==> src/hw/mba_defines.svh <==
// Offsets, field positions, reset values and widths for the bus arbitration block.
`ifndef MBA_DEFINES_SVH
`define MBA_DEFINES_SVH
`define MBA_ADDR_W          12
`define MBA_OFF_SYSCFG      12'h000
`define MBA_OFF_STATUS      12'h004
`define MBA_OFF_ACCESS      12'h008
`define MBA_SYSCFG_ADRV_BIT 0
`define MBA_SYSCFG_BGND_BIT 1
`define MBA_SYSCFG_RST      32'h00000000
`define MBA_ACCESS_DONE_BIT 0
`define MBA_NUM_REQ         6
`define MBA_ID_W            3
`define MBA_ID_SOLO         3'h0
`endif

==> src/hw/mba_pkg.sv <==
// Types shared by the bus arbitration block.
package mba_pkg;
    typedef logic [2:0] mba_id_t;
    typedef logic [5:0] mba_req_t;
    typedef enum logic [1:0] {
        MBA_OWN_NONE,
        MBA_OWN_SELF,
        MBA_OWN_OTHER,
        MBA_OWN_HOST
    } mba_owner_e;
    typedef enum {
        MBA_AS_IDLE,
        MBA_AS_WAIT,
        MBA_AS_DONE
    } mba_acc_e;
endpackage

==> src/hw/mba_prio.sv <==
// Priority pick of one bus request, fixed or rotating from the last owner.
`timescale 1ns/1ps
module mba_prio #(
    parameter int N = 6
) (
    input  wire logic [N-1:0]         req,
    input  wire logic                 rotate,
    input  wire logic [2:0]           last,
    output logic                      found,
    output logic [2:0]                win
);
    // Lowest index wins in fixed mode; rotating mode starts after the last owner.
    always_comb begin
        int start;
        int k;
        start = 0;
        k     = 0;
        found = 1'b0;
        win   = 3'h0;
        if (rotate) begin
            start = int'(last) + 1;
        end
        for (int i = 0; i < N; i++) begin
            k = (start + i) % N;
            if (!found && req[k]) begin
                found = 1'b1;
                win   = 3'(k);
            end
        end
    end
endmodule // mba_prio

==> src/hw/mba_arbiter.sv <==
// Shared external bus arbiter with host acknowledge and APB registers.
`timescale 1ns/1ps
`include "mba_defines.svh"
module mba_arbiter #(
    parameter int NREQ = `MBA_NUM_REQ
) (
    input  wire logic                 pclk,
    input  wire logic                 presetn,
    input  wire logic                 psel,
    input  wire logic                 penable,
    input  wire logic                 pwrite,
    input  wire logic [11:0]          paddr,
    input  wire logic [31:0]          pwdata,
    output logic [31:0]               prdata,
    output logic                      pready,
    output logic                      pslverr,
    input  wire mba_pkg::mba_id_t     processor_identity,
    input  wire logic                 rotating_priority_sel,
    input  wire mba_pkg::mba_req_t    bus_request_lines_n,
    output logic                      own_bus_request_n_o,
    output logic                      own_bus_request_oe,
    input  wire logic                 want_bus,
    input  wire logic                 background_xfer,
    output logic                      bus_master,
    output logic                      bus_drive_en,
    output logic                      background_suspend,
    input  wire logic                 core_priority_access_n_i,
    output logic                      core_priority_access_n_o,
    output logic                      core_priority_access_oe,
    input  wire logic                 core_priority_want,
    input  wire logic                 host_bus_request_n,
    input  wire logic                 host_chip_select_n,
    output logic                      host_bus_grant_n,
    output logic                      host_access_ack_o,
    output logic                      host_access_ack_oe,
    input  wire logic                 host_access_pending
);
    import mba_pkg::*;

    logic [31:0]   syscfg_q;
    mba_id_t       id_q;
    mba_id_t       last_q;
    mba_owner_e    owner_q;
    mba_owner_e    owner_d;
    mba_acc_e      acc_q;
    mba_req_t      req_s;
    mba_req_t      others;
    logic          found;
    logic          keep;
    mba_id_t       win;
    logic          solo;
    logic          host_req;
    logic          host_sel;
    logic          ack_low;
    logic          apb_wr;
    logic          apb_rd;

    function automatic logic mba_onehot_match(input mba_id_t id, input int line);
        mba_onehot_match = (id != `MBA_ID_SOLO) && (int'(id) == line + 1);
    endfunction

    assign apb_wr   = psel && penable && pwrite;
    assign apb_rd   = psel && !penable && !pwrite;
    assign solo     = (id_q == `MBA_ID_SOLO);
    assign host_req = !host_bus_request_n;
    assign host_sel = host_req && !host_chip_select_n;

    // Identity is caught once reset releases and the bus is idle; a nonzero identity then stays fixed.
    always_ff @(posedge pclk or negedge presetn) begin
        if (!presetn) begin
            id_q <= 3'h0;
        end else if (!bus_master && owner_q == MBA_OWN_NONE && id_q == 3'h0) begin
            id_q <= processor_identity;
        end
    end

    always_comb begin
        req_s = ~bus_request_lines_n;
        for (int i = 0; i < NREQ; i++) begin
            if (mba_onehot_match(id_q, i)) begin
                req_s[i] = want_bus;
            end
        end
        others = req_s;
    end

    mba_prio #(
        .N      (NREQ)
    ) u_prio (
        .req    (others),
        .rotate (rotating_priority_sel),
        .last   (last_q),
        .found  (found),
        .win    (win)
    );

    // The owner keeps the bus only while its own line still requests, so a
    // departing master cannot lock out the remaining requesters.
    assign keep = (owner_q == MBA_OWN_SELF && want_bus) ||
                  (owner_q == MBA_OWN_OTHER && others[last_q]);

    // Ownership decision, identical on every processor.
    always_comb begin
        owner_d = MBA_OWN_NONE;
        if (host_req) begin
            owner_d = MBA_OWN_HOST;
        end else if (keep) begin
            owner_d = owner_q;
        end else if (solo) begin
            owner_d = want_bus ? MBA_OWN_SELF : MBA_OWN_NONE;
        end else if (found) begin
            owner_d = mba_onehot_match(id_q, int'(win)) ? MBA_OWN_SELF : MBA_OWN_OTHER;
        end
    end

    always_ff @(posedge pclk or negedge presetn) begin
        if (!presetn) begin
            owner_q <= MBA_OWN_NONE;
            last_q  <= 3'h5;
        end else begin
            owner_q <= owner_d;
            if (found && !host_req && !keep && !solo) begin
                last_q <= win;
            end
        end
    end

    // drive only own line, none when solo.
    always_ff @(posedge pclk or negedge presetn) begin
        if (!presetn) begin
            own_bus_request_n_o <= 1'b1;
            own_bus_request_oe  <= 1'b0;
        end else begin
            own_bus_request_n_o <= !want_bus;
            own_bus_request_oe  <= !solo && (id_q <= 3'(NREQ));
        end
    end

    always_ff @(posedge pclk or negedge presetn) begin
        if (!presetn) begin
            bus_master       <= 1'b0;
            bus_drive_en     <= 1'b0;
            host_bus_grant_n <= 1'b1;
        end else begin
            bus_master       <= (owner_d == MBA_OWN_SELF);
            bus_drive_en     <= (owner_d == MBA_OWN_SELF);
            host_bus_grant_n <= !(owner_d == MBA_OWN_HOST);
        end
    end

    // suspend background work for core priority.
    always_ff @(posedge pclk or negedge presetn) begin
        if (!presetn) begin
            background_suspend       <= 1'b0;
            core_priority_access_n_o <= 1'b0;
            core_priority_access_oe  <= 1'b0;
        end else begin
            background_suspend       <= (owner_d == MBA_OWN_SELF) && background_xfer &&
                                        !core_priority_access_n_i && !core_priority_want &&
                                        syscfg_q[`MBA_SYSCFG_BGND_BIT];
            core_priority_access_n_o <= 1'b0;
            core_priority_access_oe  <= core_priority_want && !bus_master;
        end
    end

    // Host access tracking: wait until the core side completes it.
    always_ff @(posedge pclk or negedge presetn) begin
        if (!presetn) begin
            acc_q <= MBA_AS_IDLE;
        end else begin
            case (acc_q)
                MBA_AS_IDLE: begin
                    if (host_sel && host_access_pending) begin
                        acc_q <= MBA_AS_WAIT;
                    end
                end
                MBA_AS_WAIT: begin
                    if (!host_sel) begin
                        acc_q <= MBA_AS_IDLE;
                    end else if (!host_access_pending) begin
                        acc_q <= MBA_AS_DONE;
                    end
                end
                MBA_AS_DONE: begin
                    if (!host_sel || host_access_pending) begin
                        acc_q <= host_sel ? MBA_AS_WAIT : MBA_AS_IDLE;
                    end
                end
                default: acc_q <= MBA_AS_IDLE;
            endcase
        end
    end

    // low while the access cannot finish.
    assign ack_low = host_sel && host_access_pending;

    always_ff @(posedge pclk or negedge presetn) begin
        if (!presetn) begin
            host_access_ack_o  <= 1'b0;
            host_access_ack_oe <= 1'b0;
        end else begin
            host_access_ack_o <= !ack_low;
            // drive only when selected: low during a wait state, high only in drive mode.
            host_access_ack_oe <= host_sel &&
                                  (ack_low || syscfg_q[`MBA_SYSCFG_ADRV_BIT]);
        end
    end

    // APB configuration register.
    always_ff @(posedge pclk or negedge presetn) begin
        if (!presetn) begin
            syscfg_q <= `MBA_SYSCFG_RST;
        end else if (apb_wr && paddr == `MBA_OFF_SYSCFG) begin
            syscfg_q <= {30'h00000000, pwdata[1:0]};
        end
    end

    always_ff @(posedge pclk or negedge presetn) begin
        if (!presetn) begin
            prdata  <= 32'h00000000;
            pready  <= 1'b0;
            pslverr <= 1'b0;
        end else begin
            pready  <= psel && !penable;
            pslverr <= psel && !penable && paddr != `MBA_OFF_SYSCFG &&
                       paddr != `MBA_OFF_STATUS && paddr != `MBA_OFF_ACCESS;
            if (apb_rd) begin
                case (paddr)
                    `MBA_OFF_SYSCFG: prdata <= syscfg_q;
                    `MBA_OFF_STATUS: prdata <= {19'h00000, last_q, id_q, 2'(owner_q),
                                                3'h0, host_req, bus_master};
                    `MBA_OFF_ACCESS: prdata <= {31'h00000000, acc_q == MBA_AS_DONE};
                    default:         prdata <= 32'h00000000;
                endcase
            end
        end
    end
endmodule // mba_arbiter

==> config.mk <==
export PLATFORM = sky130hd
export DESIGN_NAME = mba_arbiter
export DESIGN_NICKNAME = d
export VERILOG_FILES = /design/src/hw/mba_pkg.sv /design/src/hw/mba_prio.sv /design/src/hw/mba_arbiter.sv
export VERILOG_INCLUDE_DIRS = /design/src /design/src/hw
export SDC_FILE = /design/constraint.sdc
export NUM_CORES = 1
export LEC_CHECK = 0
export BUFFER_PORTS_ARGS = -buffer_cell sky130_fd_sc_hd__buf_2
export CAP_MARGIN = 30
export CORE_ASPECT_RATIO = 2
export CORE_UTILIZATION = 40
export DETAILED_ROUTE_END_ITERATION = 10
export GPL_TIMING_DRIVEN = 0
export SYNTH_ARGS = -nofsm -noshare
export SYNTH_HDL_FRONTEND = slang
export SYNTH_HIERARCHICAL = 1
export SYNTH_SLANG_ARGS = --single-unit
export TNS_END_PERCENT = 1
==> constraint.sdc <==
create_clock -name pclk -period 17.1 [get_ports pclk]
set_input_delay 1.71 -clock pclk [delete_from_list [all_inputs] [get_ports pclk]]
set_output_delay 1.71 -clock pclk [all_outputs]
set_load 0.02 [all_outputs]
==> tab_implementation.tex <==
\begin{tabular}{lr}
\hline
Metric & Value \\
\hline
\multicolumn{2}{l}{\textbf{Status}} \\
Run status & finished clean \\
\multicolumn{2}{l}{\textbf{Synthesis}} \\
Most common library cells after synthesis & 35 x nor2\_1, 33 x nand2\_1, 28 x a21oi\_1, 28 x dfrtp\_1, 26 x buf\_4 \\
Number of standard cells after synthesis & roughly 500 \\
Synth cell types & 89 \\
Most frequently used flop master after synthesis & dfrtp\_1 \\
Async set-reset flop share out of synthesis & 1.00 \\
Number of enable flip-flop cells after synthesis & 0 \\
Yosys top cell by area & dfrtp\_1 \\
Sequential cell area fraction in the yosys report & 0.202 \\
Mean instance size in the synthesized netlist & between 8 and 9 um2 \\
Top-count cell post-synth & nor2\_1 \\
FF+latch count, synth & 32 \\
Portion of synthesized cell area occupied by the leading cell type & 0.176 \\
Total of warnings raised by yosys & 6 \\
Main area contributors after synthesis & dfrtp\_1 18\%, ha\_1 6.9\%, buf\_4 4.9\% \\
Synth Cell Area & about 4000 um2 \\
\multicolumn{2}{l}{\textbf{Worst setup path}} \\
Worst reg2reg setup slack & just over 10 ns \\
Reg-to-Reg End & background\_suspend\$\_DFF\_PN0\_ \\
Arrival time worst endpoint & 7.63 ns \\
Type of element capturing the critical path & register \\
Worst r2r path cells & 26 \\
Worst flop-to-flop path startpoint & last\_q[1]\$\_DFFE\_PN0P\_ \\
Critical path launch point type & input port \\
Required time of the critical path & around 17 ns \\
Max FO, Critical Path & 16 \\
Startpoint-to-endpoint class of the critical path & in -> reg \\
\multicolumn{2}{l}{\textbf{Flow run}} \\
Number of maximum-capacitance violations & 0 \\
\multicolumn{2}{l}{\textbf{Route}} \\
Drt wl/cell & around 17 um \\
Overall via count from detail\_route & between 4000 and 5000 \\
Detailed Route WL & about 12000 um \\
Number of nets with antenna violations after routing & 0 \\
Detailed Route Iter0 Violations & about 230 \\
Drt drc & 0 \\
Number of detailed-route iterations in the first pass & 5 \\
Routed vias/inst & around 5.7 \\
\multicolumn{2}{l}{\textbf{Floorplanning}} \\
Top-Level Pins & 110 \\
Height of the die & 143 um \\
Die boundary width & 72.6 um \\
Row count & slightly above 50 \\
Initial core utilization & 0.411 \\
Area enclosed by the die boundary & between 10000 and 15000 um2 \\
Core Region & 9700 um2 \\
\multicolumn{2}{l}{\textbf{Place}} \\
Number of port buffers & 54 \\
Routability congestion estimate & 0.942 \\
Worst setup slack after placement & slightly above 9 ns \\
Number of placed instances with taps included & 701 \\
HPWL after DPL & between 9000 and 10000 um \\
\multicolumn{2}{l}{\textbf{GRT}} \\
Number of antenna violations at the first check in global routing & 0 \\
Vias in the first global route & just under 4000 \\
Pin count of the biggest net entering global routing & 33 \\
Leftover overflow at the end of global routing & 0 \\
Tot GR Track Use & 0.240 \\
Global-route wire length before repair & $\sim$19000 um \\
\multicolumn{2}{l}{\textbf{Worst hold path}} \\
Hold-critical path depth & 2 \\
Worst min-delay path endpoint & prdata[0]\$\_DFFE\_PN0P\_ \\
Hold path startpoint & prdata[0]\$\_DFFE\_PN0P\_ \\
Path class of the lowest-slack min-delay path & reg -> reg \\
\multicolumn{2}{l}{\textbf{Final layout}} \\
Share of the core filled with cells & 0.479 \\
Number of antenna repair diodes & 0 \\
Number of fill cells & slightly above 1000 \\
Layout cell share with drive strength beyond 1 & 0.253 \\
Net count of the finished layout & approximately 660 \\
Synth-to-Final Area Change & 16.4\% \\
Footprint of the flip-flops and latches & 806 um2 \\
Area occupied by multi-input gates & between 2000 and 3000 um2 \\
Non-filler instance count after layout & about 700 \\
\multicolumn{2}{l}{\textbf{STA}} \\
Number of max-slew violations in the final report & 0 \\
Transition time at the pin with the least slew margin & around 0.90 ns \\
TNS Setup & 0 ns \\
Setup repair after global routing missed its margin & no \\
Post-layout min period & 7.43 ns \\
Final hold violation count & 0 \\
Part of the cycle the worst path needs & 0.435 \\
Worst slew margin relative to its limit & 0.397 \\
Crit path setup slack, layout & between 9 and 10 ns \\
Setup Skew & between 0.004 and 0.005 ns \\
Maximum achievable frequency & around 130 MHz \\
Number of failing setup endpoints in the final timing report & 0 \\
\multicolumn{2}{l}{\textbf{Clock network}} \\
TritonCTS Sinks & 32 \\
Number of buffers added by the clock tree synthesis step & 5 \\
Post CTS Setup Buffer Count & 0 \\
Total of cells resized after clock tree synthesis & 0 \\
Max Root-Sink Buffers & 2 \\
CTS tree & done \\
CTS H-tree depth & 2 \\
Total of hold buffers inserted after clock tree synthesis & 0 \\
Worst-path clk slew & around 0.05 ns \\
Root buffer cell & clkbuf\_16 \\
Worst skew pair latency & $\sim$0.27 ns \\
\multicolumn{2}{l}{\textbf{Power}} \\
Cell Pwr Density & around 150 nW/um2 \\
Highest ir drop seen on vdd & 0.000102 V \\
Leakage power total & between 2 and 2.5 nW \\
Final Power & roughly 690 uW \\
\hline
\end{tabular}
[cells by family (layout without fill, tap and decap cells)]
family,Yosys count,in the layout,share of synthesized area
simple gates,167,167,0.219
compound gates,151,151,0.279
buf+inv,74,136,0.107
flops,32,32,0.202
mux,30,30,0.0806
fa+ha+maj,22,22,0.0690
xor+xnor,16,16,0.0423
other cells,1,23,0.000940
[layout make-up]
class / count / area share
Clock buffer: 7 / 0.0286
Sequential cell: 32 / 0.173
Multi-Input combinational cell: 409 / 0.611
Buffer: 55 / 0.0768
Timing Repair Buffer: 54 / 0.0582
Tap cell: 132 / 0.0356
Clock inverter: 1 / 0.00108
Inverter: 19 / 0.0154
[flip-flops by register name, summed over array words and instances, names as in the netlist, 2 cells and up]
name	flops
prdata	10
id_q	3
last_q	3
acc_q	2
owner_q	2
syscfg_q	2
[worst max-delay path: stages]
cell and delay [ns]:
clkbuf_2 0.15, buf_4 0.19, nand2_1 0.18, inv_1 0.11
clkbuf_1 0.58, ha_1 0.48, buf_2 0.32, or3b_1 0.37
a311oi_1 0.27, a311oi_1 0.13, nor2b_1 0.21, o21ai_0 0.23
o21ai_1 0.20, or4_1 0.49, buf_2 0.17, o21ai_0 0.18
o32a_1 0.26, ha_1 0.26, o21ba_2 0.23, o2111a_1 0.19
nand2_1 0.06, a21boi_0 0.33, nand4_1 0.16, a21oi_1 0.14
[worst max path at each step]
stage | startpoint | to | slack, ns | cells past startpoint
2_1_floorplan | rotating_priority_sel | bus_drive_en$_DFF_PN0_ | 10.51 | 23
3_3_place_gp | rotating_priority_sel | background_suspend$_DFF_PN0_ | 9.41 | 23
3_5_place_dp | rotating_priority_sel | background_suspend$_DFF_PN0_ | 9.34 | 23
4_1_cts | rotating_priority_sel | background_suspend$_DFF_PN0_ | 9.60 | 23
5_1_grt | rotating_priority_sel | bus_drive_en$_DFF_PN0_ | 9.14 | 24
6_report | rotating_priority_sel | background_suspend$_DFF_PN0_ | 9.67 | 24
[per-layer routing]
layer / track usage / part of all wire / wire length [um]
met1: 0.229 / 0.34 / 4070
met2: 0.464 / 0.56 / 6750
met3: 0.0134 / 0.034 / 403
met4: 0.175 / 0.065 / 782
met5: 0 / 0 / 0
[power breakdown]
part / internal, mW / switching (mW)
Sequential: 0.0840 / 0.0129
Clock: 0.0536 / 0.0295
Combinational: 0.213 / 0.299
[layout by cell type (no fill, tap or decap), types with 10 or more instances in the layout]
cell type,n
mux2i_1,16
nand3_1,21
a21oi_1,28
o21ai_0,20
buf_4,26
conb_1,23
ha_1,22
dfrtp_1,28
xnor2_1,11
nor2_1,35
mux2_2,10
buf_2,71
inv_1,17
nand2_1,33
nor3_1,12
[through the flow]
stage                     hold slack (ns)  area (um2)
after floorplan                     0.457        4070
after global placement              0.459        4510
after detailed placement            0.478        4510
after CTS                           0.490        4640
after global routing                0.511        4640
final                               0.487        4640
Power figures use the tool's default switching activity.
